**src/fepsq_pkg.sv**
```systemverilog
// package: register offsets, field positions, timing counts and carrier types
// assumes: one 50 MHz system clock and an 8-bit register data path
package fepsq_pkg;

	// ****************************************
	// register offsets
	// ****************************************
	localparam logic [15:0] FEPSQ_STATUS_OFS = 16'h2800;
	localparam logic [15:0] FEPSQ_FREAD_OFS = 16'h3800;
	localparam logic [15:0] FEPSQ_FRESET_OFS = 16'h4000;
	localparam logic [15:0] FEPSQ_PROG_OFS = 16'h4800;
	localparam logic [15:0] FEPSQ_SECT_OFS = 16'h5000;
	localparam logic [15:0] FEPSQ_CHIP_OFS = 16'h5800;
	localparam logic [15:0] FEPSQ_DATA_OFS = 16'h6000;
	localparam logic [15:0] FEPSQ_ADDR_LO_OFS = 16'h6800;
	localparam logic [15:0] FEPSQ_ADDR_MID_OFS = 16'h7000;
	localparam logic [15:0] FEPSQ_ADDR_HI_OFS = 16'h7800;

	// ****************************************
	// fields and reset values
	// ****************************************
	localparam int FEPSQ_GO_BIT = 0;
	localparam int FEPSQ_BUSY_BIT = 0;
	localparam int FEPSQ_TOUT_BIT = 1;
	localparam int FEPSQ_HI_W = 5;
	localparam int FEPSQ_SECT_LSB = 16;
	localparam logic [7:0] FEPSQ_BYTE_RST = 8'h00;
	localparam logic [4:0] FEPSQ_HI_RST = 5'h00;

	// ****************************************
	// timing
	// ****************************************
	localparam int FEPSQ_CLK_NS = 20;
	localparam int FEPSQ_SECTOR_ERASE_MS = 700;
	localparam int FEPSQ_CHIP_ERASE_MS = 14000;
	localparam int FEPSQ_PROGRAM_LIMIT_US = 1000;
	localparam int FEPSQ_WE_PULSE_NS = 60;
	localparam int FEPSQ_READ_ACCESS_NS = 90;
	localparam int FEPSQ_BUSY_SETTLE_NS = 500;
	localparam int FEPSQ_SYNC_STAGES = 2;
	localparam int FEPSQ_SECTOR_ERASE_CYC = FEPSQ_SECTOR_ERASE_MS * (1000000 / FEPSQ_CLK_NS);
	localparam int FEPSQ_CHIP_ERASE_CYC = FEPSQ_CHIP_ERASE_MS * (1000000 / FEPSQ_CLK_NS);
	localparam int FEPSQ_PROGRAM_CYC = FEPSQ_PROGRAM_LIMIT_US * (1000 / FEPSQ_CLK_NS);
	localparam int FEPSQ_WE_CYC = (FEPSQ_WE_PULSE_NS + FEPSQ_CLK_NS - 1) / FEPSQ_CLK_NS;
	localparam int FEPSQ_READ_CYC = (FEPSQ_READ_ACCESS_NS + FEPSQ_CLK_NS - 1) / FEPSQ_CLK_NS;
	localparam int FEPSQ_SETTLE_CYC = (FEPSQ_BUSY_SETTLE_NS + FEPSQ_CLK_NS - 1) / FEPSQ_CLK_NS;

	// ****************************************
	// flash command bytes
	// ****************************************
	localparam logic [20:0] FEPSQ_UNLOCK1_ADDR = 21'h000555;
	localparam logic [20:0] FEPSQ_UNLOCK2_ADDR = 21'h0002AA;
	localparam logic [7:0] FEPSQ_UNLOCK1_DATA = 8'hAA;
	localparam logic [7:0] FEPSQ_UNLOCK2_DATA = 8'h55;
	localparam logic [7:0] FEPSQ_ERASE_SETUP = 8'h80;
	localparam logic [7:0] FEPSQ_PROG_SETUP = 8'hA0;
	localparam logic [7:0] FEPSQ_SECT_CONFIRM = 8'h30;
	localparam logic [7:0] FEPSQ_CHIP_CONFIRM = 8'h10;
	localparam logic [7:0] FEPSQ_RESET_CMD = 8'hF0;

	// ****************************************
	// types
	// ****************************************
	typedef enum logic [5:0] {
		OP_NONE = 6'b000001,
		OP_PROG = 6'b000010,
		OP_SECT = 6'b000100,
		OP_CHIP = 6'b001000,
		OP_RST = 6'b010000,
		OP_READ = 6'b100000
	} fepsq_op_t;

	typedef enum logic [3:0] {
		ST_IDLE = 4'b0001,
		ST_ISSUE = 4'b0010,
		ST_CYCLE = 4'b0100,
		ST_WAIT = 4'b1000
	} fepsq_state_t;

	typedef struct packed {
		logic [20:0] addr;
		logic [7:0] data;
	} fepsq_cyc_t;

	typedef struct packed {
		logic [20:0] addr;
		logic [7:0] dq;
		logic dq_oe_n;
		logic ce_n;
		logic we_n;
		logic oe_n;
	} fepsq_pins_t;

	localparam fepsq_pins_t FEPSQ_PINS_IDLE = '{addr: 21'h000000, dq: 8'h00, dq_oe_n: 1'b1,
		ce_n: 1'b1, we_n: 1'b1, oe_n: 1'b1};

endpackage : fepsq_pkg

```
**src/fepsq_bus_cycle.sv**
```systemverilog
// single flash bus cycle: one write strobe or one read with data capture
// assumes: flash pins are driven from here only; data bus input is asynchronous
module fepsq_bus_cycle
	import fepsq_pkg::*;
(
	// system
	input wire logic clk_sys_in,
	input wire logic arst_n_in,
	// request
	input wire logic start_in,
	input wire logic read_in,
	input wire fepsq_cyc_t cyc_in,
	// flash side
	input wire logic [7:0] dq_in,
	output fepsq_pins_t pins_out,
	// answer
	output logic [7:0] rdata_out,
	output logic done_out
);

	// ****************************************
	// data bus synchroniser
	// ****************************************
	logic [7:0] dq_meta_q;
	logic [7:0] dq_sync_q;
	logic [3:0] cnt_q;
	logic active_q;
	logic rd_q;

	// two stages before the capture register looks at the pins
	always_ff @(posedge clk_sys_in or negedge arst_n_in)
		if (!arst_n_in)
		begin
			dq_meta_q <= 8'h00;
			dq_sync_q <= 8'h00;
		end
		else
		begin
			dq_meta_q <= dq_in;
			dq_sync_q <= dq_meta_q;
		end

	// ****************************************
	// strobe timing
	// ****************************************
	// write: we low for one cycle more than the pulse count, then one hold cycle with data still driven
	always_ff @(posedge clk_sys_in or negedge arst_n_in)
		if (!arst_n_in)
		begin
			pins_out <= FEPSQ_PINS_IDLE;
			cnt_q <= 4'h0;
			active_q <= 1'b0;
			rd_q <= 1'b0;
			done_out <= 1'b0;
			rdata_out <= 8'h00;
		end
		else
		begin
			done_out <= 1'b0;
			if (start_in && !active_q)
			begin
				active_q <= 1'b1;
				rd_q <= read_in;
				pins_out.addr <= cyc_in.addr;
				pins_out.dq <= cyc_in.data;
				pins_out.dq_oe_n <= read_in;
				pins_out.ce_n <= 1'b0;
				pins_out.we_n <= read_in;
				pins_out.oe_n <= !read_in;
				// read waits out the access time plus the synchroniser latency
				cnt_q <= read_in ? 4'(FEPSQ_READ_CYC + FEPSQ_SYNC_STAGES) : 4'(FEPSQ_WE_CYC + 1);
			end
			else if (active_q)
			begin
				if (cnt_q == 4'h1)
					pins_out.we_n <= 1'b1;
				if (cnt_q != 4'h0)
					cnt_q <= cnt_q - 4'h1;
				else
				begin
					pins_out <= FEPSQ_PINS_IDLE;
					active_q <= 1'b0;
					done_out <= 1'b1;
					if (rd_q)
						rdata_out <= dq_sync_q;
				end
			end
		end

endmodule : fepsq_bus_cycle

```
**src/fepsq_top.sv**
```systemverilog
// flash erase / program sequencer: register decode, command sequences, busy tracking
// assumes: register strobes are synchronous to clk_sys_in; flash ready pin is asynchronous
//
// Notes on behaviour
// sector-erase register bit 0 starts erase
// software checks idle before new operation
// thirty-two sectors, chosen by top five lines
// sector lines come from upper address register
// sector erase touches selected sector only
// programming clears bits; erase before reprogram
// sector erase about 0.7 s, busy throughout
// status bit 0 reads zero when done
// other commands ignored during sector erase
// hardware reset aborts sector erase at once
// chip-erase register bit 0 erases everything
// chip erase about 14 s, busy throughout
// other commands ignored during chip erase
// hardware reset aborts chip erase at once
// data byte held; low nibble reads back
// low address register gives bits 7-0
// middle address register gives bits 15-8
// upper register gives bits 20-16, three unused
// program-start writes held byte at address
// flash-read register reads at held address
// reset command ignored while operation runs
// busy while configuration-stop bit is zero
// busy from command acceptance until completion
module fepsq_top
	import fepsq_pkg::*;
#(
	parameter int unsigned SECTOR_ERASE_LIMIT = FEPSQ_SECTOR_ERASE_CYC,
	parameter int unsigned CHIP_ERASE_LIMIT = FEPSQ_CHIP_ERASE_CYC,
	parameter int unsigned PROGRAM_LIMIT = FEPSQ_PROGRAM_CYC
)(
	// system
	input wire logic clk_sys_in,
	input wire logic arst_n_in,
	// register port
	input wire logic [15:0] reg_addr_in,
	input wire logic [7:0] reg_wdata_in,
	input wire logic reg_wr_in,
	input wire logic reg_rd_in,
	output logic [7:0] reg_rdata_out,
	output logic reg_rvalid_out,
	// configuration hand-off
	input wire logic cfg_stop_in,
	// flash pins
	output logic [20:0] flash_addr_out,
	input wire logic [7:0] flash_dq_in,
	output logic [7:0] flash_dq_out,
	output logic flash_dq_oe_n_out,
	output logic flash_ce_n_out,
	output logic flash_we_n_out,
	output logic flash_oe_n_out,
	output logic flash_rst_n_out,
	input wire logic flash_ready_in
);

	// ****************************************
	// declarations
	// ****************************************
	fepsq_state_t state_q;
	fepsq_op_t op_q;
	fepsq_op_t req_op;
	fepsq_cyc_t step_cyc;
	fepsq_pins_t pins;
	logic [2:0] step_q;
	logic [31:0] wait_q;
	logic [31:0] limit;
	logic [7:0] data_q;
	logic [7:0] addr_lo_q;
	logic [7:0] addr_mid_q;
	logic [4:0] addr_hi_q;
	logic tout_q;
	logic rdy_meta_q;
	logic rdy_q;
	logic [1:0] rst_pipe_q;
	logic accept;
	logic busy;
	logic cyc_done;
	logic [7:0] cyc_rdata;
	logic [20:0] held_addr;

	// ****************************************
	// decode helpers
	// ****************************************
	// write decode of the command registers
	function automatic fepsq_op_t wr_cmd_op(input logic [15:0] a);
		case (a)
			FEPSQ_PROG_OFS: return OP_PROG;
			FEPSQ_SECT_OFS: return OP_SECT;
			FEPSQ_CHIP_OFS: return OP_CHIP;
			FEPSQ_FRESET_OFS: return OP_RST;
			default: return OP_NONE;
		endcase
	endfunction : wr_cmd_op

	// index of the final bus cycle of each sequence
	function automatic logic [2:0] last_step(input fepsq_op_t op);
		case (op)
			OP_PROG: return 3'd3;
			OP_SECT: return 3'd5;
			OP_CHIP: return 3'd5;
			default: return 3'd0;
		endcase
	endfunction : last_step

	// address/data of one bus cycle of a sequence
	function automatic fepsq_cyc_t seq_cyc(input fepsq_op_t op, input logic [2:0] idx,
		input logic [20:0] a, input logic [7:0] d);
		fepsq_cyc_t c;
		c = '{addr: FEPSQ_UNLOCK1_ADDR, data: FEPSQ_UNLOCK1_DATA};
		if (op == OP_READ)
			c = '{addr: a, data: 8'h00};
		else if (op == OP_RST)
			c.data = FEPSQ_RESET_CMD;
		else
			case (idx)
				3'd1: c = '{addr: FEPSQ_UNLOCK2_ADDR, data: FEPSQ_UNLOCK2_DATA};
				3'd2: c.data = (op == OP_PROG) ? FEPSQ_PROG_SETUP : FEPSQ_ERASE_SETUP;
				3'd3: if (op == OP_PROG) c = '{addr: a, data: d};
				3'd4: c = '{addr: FEPSQ_UNLOCK2_ADDR, data: FEPSQ_UNLOCK2_DATA};
				3'd5:
				begin
					// only the sector lines reach the chip; lower lines are zero
					if (op == OP_SECT)
						c = '{addr: {a[20:FEPSQ_SECT_LSB], 16'h0000}, data: FEPSQ_SECT_CONFIRM};
					else
						c.data = FEPSQ_CHIP_CONFIRM;
				end
				default: c = c;
			endcase
		return c;
	endfunction : seq_cyc

	// ****************************************
	// synchronisers and flash reset
	// ****************************************
	// ready/busy pin is asynchronous to the system clock
	always_ff @(posedge clk_sys_in or negedge arst_n_in)
		if (!arst_n_in)
		begin
			rdy_meta_q <= 1'b0;
			rdy_q <= 1'b0;
		end
		else
		begin
			rdy_meta_q <= flash_ready_in;
			rdy_q <= rdy_meta_q;
		end

	// chip reset pin follows the board reset so a running erase stops with it
	always_ff @(posedge clk_sys_in or negedge arst_n_in)
		if (!arst_n_in)
			rst_pipe_q <= 2'b00;
		else
			rst_pipe_q <= {rst_pipe_q[0], 1'b1};

	assign flash_rst_n_out = rst_pipe_q[1];

	// ****************************************
	// command acceptance
	// ****************************************
	always_comb
	begin
		req_op = OP_NONE;
		if (reg_wr_in && reg_wdata_in[FEPSQ_GO_BIT])
			req_op = wr_cmd_op(reg_addr_in);
		else if (reg_rd_in && reg_addr_in == FEPSQ_FREAD_OFS)
			req_op = OP_READ;
	end

	// refused outright while a sequence runs or configuration owns the chip
	assign accept = (state_q == ST_IDLE) && cfg_stop_in && (req_op != OP_NONE);
	assign busy = !cfg_stop_in || (state_q != ST_IDLE);
	assign held_addr = {addr_hi_q, addr_mid_q, addr_lo_q};
	assign step_cyc = seq_cyc(op_q, step_q, held_addr, data_q);

	// ****************************************
	// held data and address registers
	// ****************************************
	// locked while a sequence runs so the byte in flight cannot change under it
	always_ff @(posedge clk_sys_in or negedge arst_n_in)
		if (!arst_n_in)
		begin
			data_q <= FEPSQ_BYTE_RST;
			addr_lo_q <= FEPSQ_BYTE_RST;
			addr_mid_q <= FEPSQ_BYTE_RST;
			addr_hi_q <= FEPSQ_HI_RST;
		end
		else if (reg_wr_in && state_q == ST_IDLE)
			case (reg_addr_in)
				FEPSQ_DATA_OFS: data_q <= reg_wdata_in;
				FEPSQ_ADDR_LO_OFS: addr_lo_q <= reg_wdata_in;
				FEPSQ_ADDR_MID_OFS: addr_mid_q <= reg_wdata_in;
				FEPSQ_ADDR_HI_OFS: addr_hi_q <= reg_wdata_in[FEPSQ_HI_W-1:0];
				default: data_q <= data_q;
			endcase

	// ****************************************
	// sequencer
	// ****************************************
	always_comb
	begin
		case (op_q)
			OP_SECT: limit = SECTOR_ERASE_LIMIT;
			OP_CHIP: limit = CHIP_ERASE_LIMIT;
			OP_PROG: limit = PROGRAM_LIMIT;
			default: limit = 32'(FEPSQ_SETTLE_CYC);
		endcase
	end

	// issue each bus cycle, then, except after a flash read, hold busy until the chip reports ready or the limit runs out
	always_ff @(posedge clk_sys_in or negedge arst_n_in)
		if (!arst_n_in)
		begin
			state_q <= ST_IDLE;
			op_q <= OP_NONE;
			step_q <= 3'd0;
			wait_q <= 32'h00000000;
		end
		else
			case (state_q)
				ST_IDLE:
				begin
					if (accept)
					begin
						state_q <= ST_ISSUE;
						op_q <= req_op;
						step_q <= 3'd0;
					end
				end
				ST_ISSUE:
					state_q <= ST_CYCLE;
				ST_CYCLE:
				begin
					if (cyc_done)
					begin
						wait_q <= 32'h00000000;
						if (step_q != last_step(op_q))
						begin
							step_q <= step_q + 3'd1;
							state_q <= ST_ISSUE;
						end
						else if (op_q == OP_READ)
							state_q <= ST_IDLE;
						else
							state_q <= ST_WAIT;
					end
				end
				ST_WAIT:
				begin
					wait_q <= wait_q + 32'h00000001;
					// the chip needs a moment to pull ready low after the last cycle
					if ((wait_q >= 32'(FEPSQ_SETTLE_CYC) && rdy_q) || wait_q >= limit)
						state_q <= ST_IDLE;
				end
				default:
					state_q <= ST_IDLE;
			endcase

	// timeout flag: cleared on a new command, set when the chip never reports ready
	always_ff @(posedge clk_sys_in or negedge arst_n_in)
		if (!arst_n_in)
			tout_q <= 1'b0;
		else if (state_q == ST_WAIT && wait_q >= limit && !(wait_q >= 32'(FEPSQ_SETTLE_CYC) && rdy_q))
			tout_q <= 1'b1;
		else if (accept)
			tout_q <= 1'b0;

	// ****************************************
	// flash bus cycle engine
	// ****************************************
	fepsq_bus_cycle u_cycle (
		.clk_sys_in(clk_sys_in),
		.arst_n_in(arst_n_in),
		.start_in(state_q == ST_ISSUE),
		.read_in(op_q == OP_READ),
		.cyc_in(step_cyc),
		.dq_in(flash_dq_in),
		.pins_out(pins),
		.rdata_out(cyc_rdata),
		.done_out(cyc_done)
	);

	assign flash_addr_out = pins.addr;
	assign flash_dq_out = pins.dq;
	assign flash_dq_oe_n_out = pins.dq_oe_n;
	assign flash_ce_n_out = pins.ce_n;
	assign flash_we_n_out = pins.we_n;
	assign flash_oe_n_out = pins.oe_n;

	// ****************************************
	// register read answers
	// ****************************************
	// one read outstanding at a time; a flash read answers when its cycle ends
	always_ff @(posedge clk_sys_in or negedge arst_n_in)
		if (!arst_n_in)
		begin
			reg_rdata_out <= 8'h00;
			reg_rvalid_out <= 1'b0;
		end
		else
		begin
			reg_rvalid_out <= 1'b0;
			if (state_q == ST_CYCLE && cyc_done && op_q == OP_READ)
			begin
				reg_rdata_out <= cyc_rdata;
				reg_rvalid_out <= 1'b1;
			end
			else if (reg_rd_in && !(accept && req_op == OP_READ))
			begin
				reg_rvalid_out <= 1'b1;
				case (reg_addr_in)
					FEPSQ_STATUS_OFS: reg_rdata_out <= {6'h00, tout_q, busy};
					FEPSQ_DATA_OFS: reg_rdata_out <= {4'h0, data_q[3:0]};
					default: reg_rdata_out <= 8'h00;
				endcase
			end
		end
endmodule : fepsq_top

```
**config.mk**
```make
export PLATFORM = sky130hd
export DESIGN_NAME = fepsq_top
export DESIGN_NICKNAME = d
export VERILOG_FILES = /design/src/fepsq_pkg.sv /design/src/fepsq_bus_cycle.sv /design/src/fepsq_top.sv
export SDC_FILE = /design/constraint.sdc
export NUM_CORES = 1
export LEC_CHECK = 0
export ABC_CLOCK_PERIOD_IN_PS = 3150
export BUFFER_PORTS_ARGS = -buffer_cell sky130_fd_sc_hd__clkbuf_2
export CORE_ASPECT_RATIO = 0.8
export CORE_MARGIN = 10
export CORE_UTILIZATION = 50
export CTS_CLUSTER_SIZE = 10
export DETAILED_ROUTE_END_ITERATION = 10
export GPL_ROUTABILITY_DRIVEN = 0
export PLACE_DENSITY_LB_ADDON = 0.12
export SKIP_LAST_GASP = 1
export SYNTH_ARGS = -nofsm -noshare
export SYNTH_HDL_FRONTEND = slang
export SYNTH_HIERARCHICAL = 1
export SYNTH_SLANG_ARGS = --single-unit
export TNS_END_PERCENT = 1
```
**constraint.sdc**
```tcl
create_clock -name clk_sys_in -period 3.15 [get_ports clk_sys_in]
set_input_delay 0.4725 -clock clk_sys_in [delete_from_list [all_inputs] [get_ports clk_sys_in]]
set_output_delay 0.4725 -clock clk_sys_in [all_outputs]
set_load 0.03 [all_outputs]
```
==> impl_table.tex <==
\begin{tabular}{lr}
\hline
Metric & Value \\
\hline
\multicolumn{2}{l}{\textbf{Outcome}} \\
Result of the run & finished, final reports clean \\
\multicolumn{2}{l}{\textbf{Worst setup path}} \\
Endpoint arrival time on the critical path & 3290 ps \\
Required time of the critical path & 3510 ps \\
Worst setup EP type & register \\
Start-to-end type of the worst setup path & register to register \\
Critical path launch point type & register \\
Maximum fanout along the worst path & 7 \\
\multicolumn{2}{l}{\textbf{STA}} \\
Slew headroom & 0.1774 \\
Total negative slack & 0 ps \\
Post-route worst setup slack & 221.8 ps \\
Fmax achieved & 341.5 MHz \\
Setup repair after global routing missed its margin & no \\
Final hold violation count & 0 \\
Slew at the pin closest to its max-slew limit & 1233 ps \\
Final critical delay including setup and external delays & 2928 ps \\
Number of setup violations in the final report & 0 \\
Clock skew & 10.27 ps \\
Post-route clock period utilization & 0.9296 \\
Worst hold margin & 52.99 ps \\
Number of pins exceeding their max-slew limit in the final report & 0 \\
\multicolumn{2}{l}{\textbf{Finish}} \\
Net count reported at finish & 834 \\
Fill cell instance count of the final layout & 1200 \\
Area of the multi-input gates & 3441 µm² \\
Max FFs per register & 33 \\
Final Util & 0.6063 \\
Final antenna diode count & 0 \\
Largest registers & u\_cycle/pins\_out: 33 flops, wait\_q: 32 flops \\
Register with the highest flop count & u\_cycle/pins\_out \\
Final cell count without fillers & 960 \\
Fraction of layout instances using a drive strength above 1 & 0.2410 \\
Area growth syn-to-layout & 17.54\% \\
Final design area excluding fillers & 8728 µm² \\
Sequential standard cell area & 3811 µm² \\
\multicolumn{2}{l}{\textbf{CTS}} \\
Number of gates given a new drive strength after cts & 0 \\
Clock buffer depth & 2 \\
Clock sink count & 152 \\
Post-CTS setup buffers & 0 \\
Quantity of hold-fixing buffers added after cts & 0 \\
Clock transition time at the flip-flop clock pins of the worst setup and hold paths & 60 ps \\
Cts bufs inserted & 17 \\
Master cell of the clock root buffer & sky130\_fd\_sc\_hd\_\_clkbuf\_16 \\
Clock H-tree levels & 4 \\
Clock latency on the worst-skew pair & 420 ps \\
CTS tree & built \\
\multicolumn{2}{l}{\textbf{Routing}} \\
Detailed Routing Iterations Pass 1 & 5 \\
Via density per instance & 5.936 \\
Violation count after the first detailed-routing iteration & 444 \\
DRC errors left & 0 \\
Overall routed net length & 18.27 mm \\
Final routed wire length divided by cell count & 19.03 µm \\
Detailed-route via count & 5699 \\
Residual antenna-violating net count after detailed routing & 0 \\
\multicolumn{2}{l}{\textbf{Pwr}} \\
Cell area power density & 471.1 nW/µm² \\
Total leakage power & 4.347 nW \\
Worst supply voltage drop on vdd & 0.0003706 V \\
Overall power after layout & 4.112 mW \\
\multicolumn{2}{l}{\textbf{Floorplanning}} \\
Vert. Die Dim & 129 µm \\
Core region area & 14400 µm² \\
Chip width & 156.3 µm \\
Floorplan row count & 39 \\
Initial standard-cell utilization of the core & 0.5159 \\
Area enclosed by the die boundary & 20160 µm² \\
Top Ports & 81 \\
\multicolumn{2}{l}{\textbf{Global route}} \\
Overflow left after global routing & 0 \\
First-pass GRT wire length & 30.68 mm \\
Vias in the first global route & 5918 \\
Pin count of the biggest net entering global routing & 72 \\
GRT Util Overall & 0.1891 \\
Number of antenna violations at the first check in global routing & 0 \\
\multicolumn{2}{l}{\textbf{Flow run}} \\
Maxcap violations & 0 \\
\multicolumn{2}{l}{\textbf{Synth}} \\
Flop and latch count out of synthesis & 152 \\
Post-synthesis sequential area ratio & 0.5132 \\
Avg Cell Area, Syn & 11.15 µm² \\
Count of flip-flops with a built-in enable after synthesis & 0 \\
Post-synth net total & 737 \\
Syn Inst Count & 666 \\
Cells taking the most area after synthesis & sky130\_fd\_sc\_hd\_\_dfrtp\_1 49\%, sky130\_fd\_sc\_hd\_\_ha\_1 5.6\%, sky130\_fd\_sc\_hd\_\_mux2\_2 4.4\%, sky130\_fd\_sc\_hd\_\_nand2\_1 4.3\%, sky130\_fd\_sc\_hd\_\_a22o\_1 3.9\% \\
Area of the mapped netlist & 7426 µm² \\
Number of synthesis warnings & 6 \\
Netlist cell types & 64 \\
Fraction of synthesized cell area taken by the top area cell type & 0.4920 \\
Proportion of synthesized flip-flops having asynchronous set or reset & 1.000 \\
Flip-flop cell with the highest count after synthesis & sky130\_fd\_sc\_hd\_\_dfrtp\_1 \\
Most area-hungry cell type in the Yosys netlist & sky130\_fd\_sc\_hd\_\_dfrtp\_1 \\
\multicolumn{2}{l}{\textbf{Placed design}} \\
Placement Setup Slack & 193.2 ps \\
Detailed Place HPWL & 13.42 mm \\
Number of placed instances, taps included & 928 \\
Input/output buffers & 80 \\
Instance area at placement & 8108 µm² \\
\multicolumn{2}{l}{\textbf{Min path}} \\
Type of the tightest min-delay check & primary input to async pin \\
\hline
\end{tabular}
[synth_stat cells, types with 4 or more instances]
cell type and n:
sky130_fd_sc_hd__nor3_1 8, sky130_fd_sc_hd__nor2_1 26, sky130_fd_sc_hd__nand4_1 14, sky130_fd_sc_hd__a21oi_1 18, sky130_fd_sc_hd__nand2_1 86, sky130_fd_sc_hd__and3_1 8
sky130_fd_sc_hd__clkbuf_1 13, sky130_fd_sc_hd__nand3_1 23, sky130_fd_sc_hd__mux2_1 9, sky130_fd_sc_hd__buf_6 4, sky130_fd_sc_hd__a22o_1 33, sky130_fd_sc_hd__dfstp_2 6
sky130_fd_sc_hd__o31ai_1 11, sky130_fd_sc_hd__a31oi_1 9, sky130_fd_sc_hd__inv_1 22, sky130_fd_sc_hd__nor4_4 5, sky130_fd_sc_hd__o21ai_0 24, sky130_fd_sc_hd__o41ai_1 5
sky130_fd_sc_hd__or3_1 4, sky130_fd_sc_hd__dfrtp_1 146, sky130_fd_sc_hd__mux2i_1 21, sky130_fd_sc_hd__and2_1 17, sky130_fd_sc_hd__ha_1 33, sky130_fd_sc_hd__nor4b_1 6
sky130_fd_sc_hd__mux2_2 29, sky130_fd_sc_hd__nand3b_1 4, sky130_fd_sc_hd__a21o_1 9, sky130_fd_sc_hd__o211ai_1 7, sky130_fd_sc_hd__nor4_1 11
[cell usage in the layout (no fill, tap or decap), types with 9 or more instances in the layout]
| cell | n |
|---|---|
| sky130_fd_sc_hd__a22o_1 | 33 |
| sky130_fd_sc_hd__mux2_1 | 9 |
| sky130_fd_sc_hd__o31ai_1 | 11 |
| sky130_fd_sc_hd__inv_1 | 22 |
| sky130_fd_sc_hd__nand2_1 | 86 |
| sky130_fd_sc_hd__clkbuf_2 | 79 |
| sky130_fd_sc_hd__nand4_1 | 14 |
| sky130_fd_sc_hd__ha_1 | 33 |
| sky130_fd_sc_hd__nor2_1 | 25 |
| sky130_fd_sc_hd__and2_1 | 17 |
| sky130_fd_sc_hd__clkbuf_16 | 17 |
| sky130_fd_sc_hd__a31oi_1 | 9 |
| sky130_fd_sc_hd__nand3_1 | 23 |
| sky130_fd_sc_hd__nor4_1 | 10 |
| sky130_fd_sc_hd__mux2_2 | 29 |
| sky130_fd_sc_hd__mux2i_1 | 21 |
| sky130_fd_sc_hd__a21oi_1 | 18 |
| sky130_fd_sc_hd__buf_4 | 17 |
| sky130_fd_sc_hd__dfrtp_1 | 146 |
| sky130_fd_sc_hd__o21ai_0 | 24 |
| sky130_fd_sc_hd__a21o_1 | 9 |
[cells by family after synthesis]
family | synth area share
simple gates | 0.1813
flops | 0.5132
compound gates | 0.1334
mux | 0.08593
buf+inv | 0.02645
fa+ha+maj | 0.05560
xor+xnor | 0.003539
other cells | 0.0005050
[power by group]
| part | switching [mW] | internal [mW] |
|---|---|---|
| clock network | 0.889 | 1.15 |
| registers | 0.00324 | 1.97 |
| logic | 0.0734 | 0.0268 |
[routing by layer]
metal  vias up  track usage  share of wire
met5         -            0              0
met4         0      0.05706          0.013
met3        22      0.06194          0.075
met2       181       0.2661           0.42
met1      2828       0.2706           0.49
li1       2668            -              -
[final cells by class]
type / instances / share of cell area
clock inverters: 13 / 0.01835
well taps: 184 / 0.02638
clock buffers: 19 / 0.05075
flip-flops and latches: 152 / 0.4366
repair buffers: 98 / 0.06350
inverters: 23 / 0.01018
multi-input cells: 471 / 0.3942
[final timing paths]
path	start	to	slack, ps	cells after the start
min in group clk_sys_in	flash_dq_in[7]	u_cycle/dq_meta_q[7]	150	1
worst min-delay path	arst_n_in	wait_q[5]	50	1
worst max-delay path	op_q[2]	state_q[3]	220	10
worst max register to register	op_q[2]	state_q[3]	220	10
max in group asynchronous	arst_n_in	op_q[4]	2240	2
worst min register to register	u_cycle/dq_meta_q[4]	u_cycle/dq_sync_q[4]	350	0
[critical path, cell delays in order (launching register included)]
cell and delay [ps]:
sky130_fd_sc_hd__dfrtp_1 450, sky130_fd_sc_hd__xor2_1 270, sky130_fd_sc_hd__o211a_1 240, sky130_fd_sc_hd__inv_1 80, sky130_fd_sc_hd__ha_1 270, sky130_fd_sc_hd__or4b_2 670
sky130_fd_sc_hd__o221ai_1 210, sky130_fd_sc_hd__a31oi_1 120, sky130_fd_sc_hd__o22a_1 200, sky130_fd_sc_hd__nor3_2 230, sky130_fd_sc_hd__a31o_2 130
Note: power is estimated with default switching activity, not from simulation.
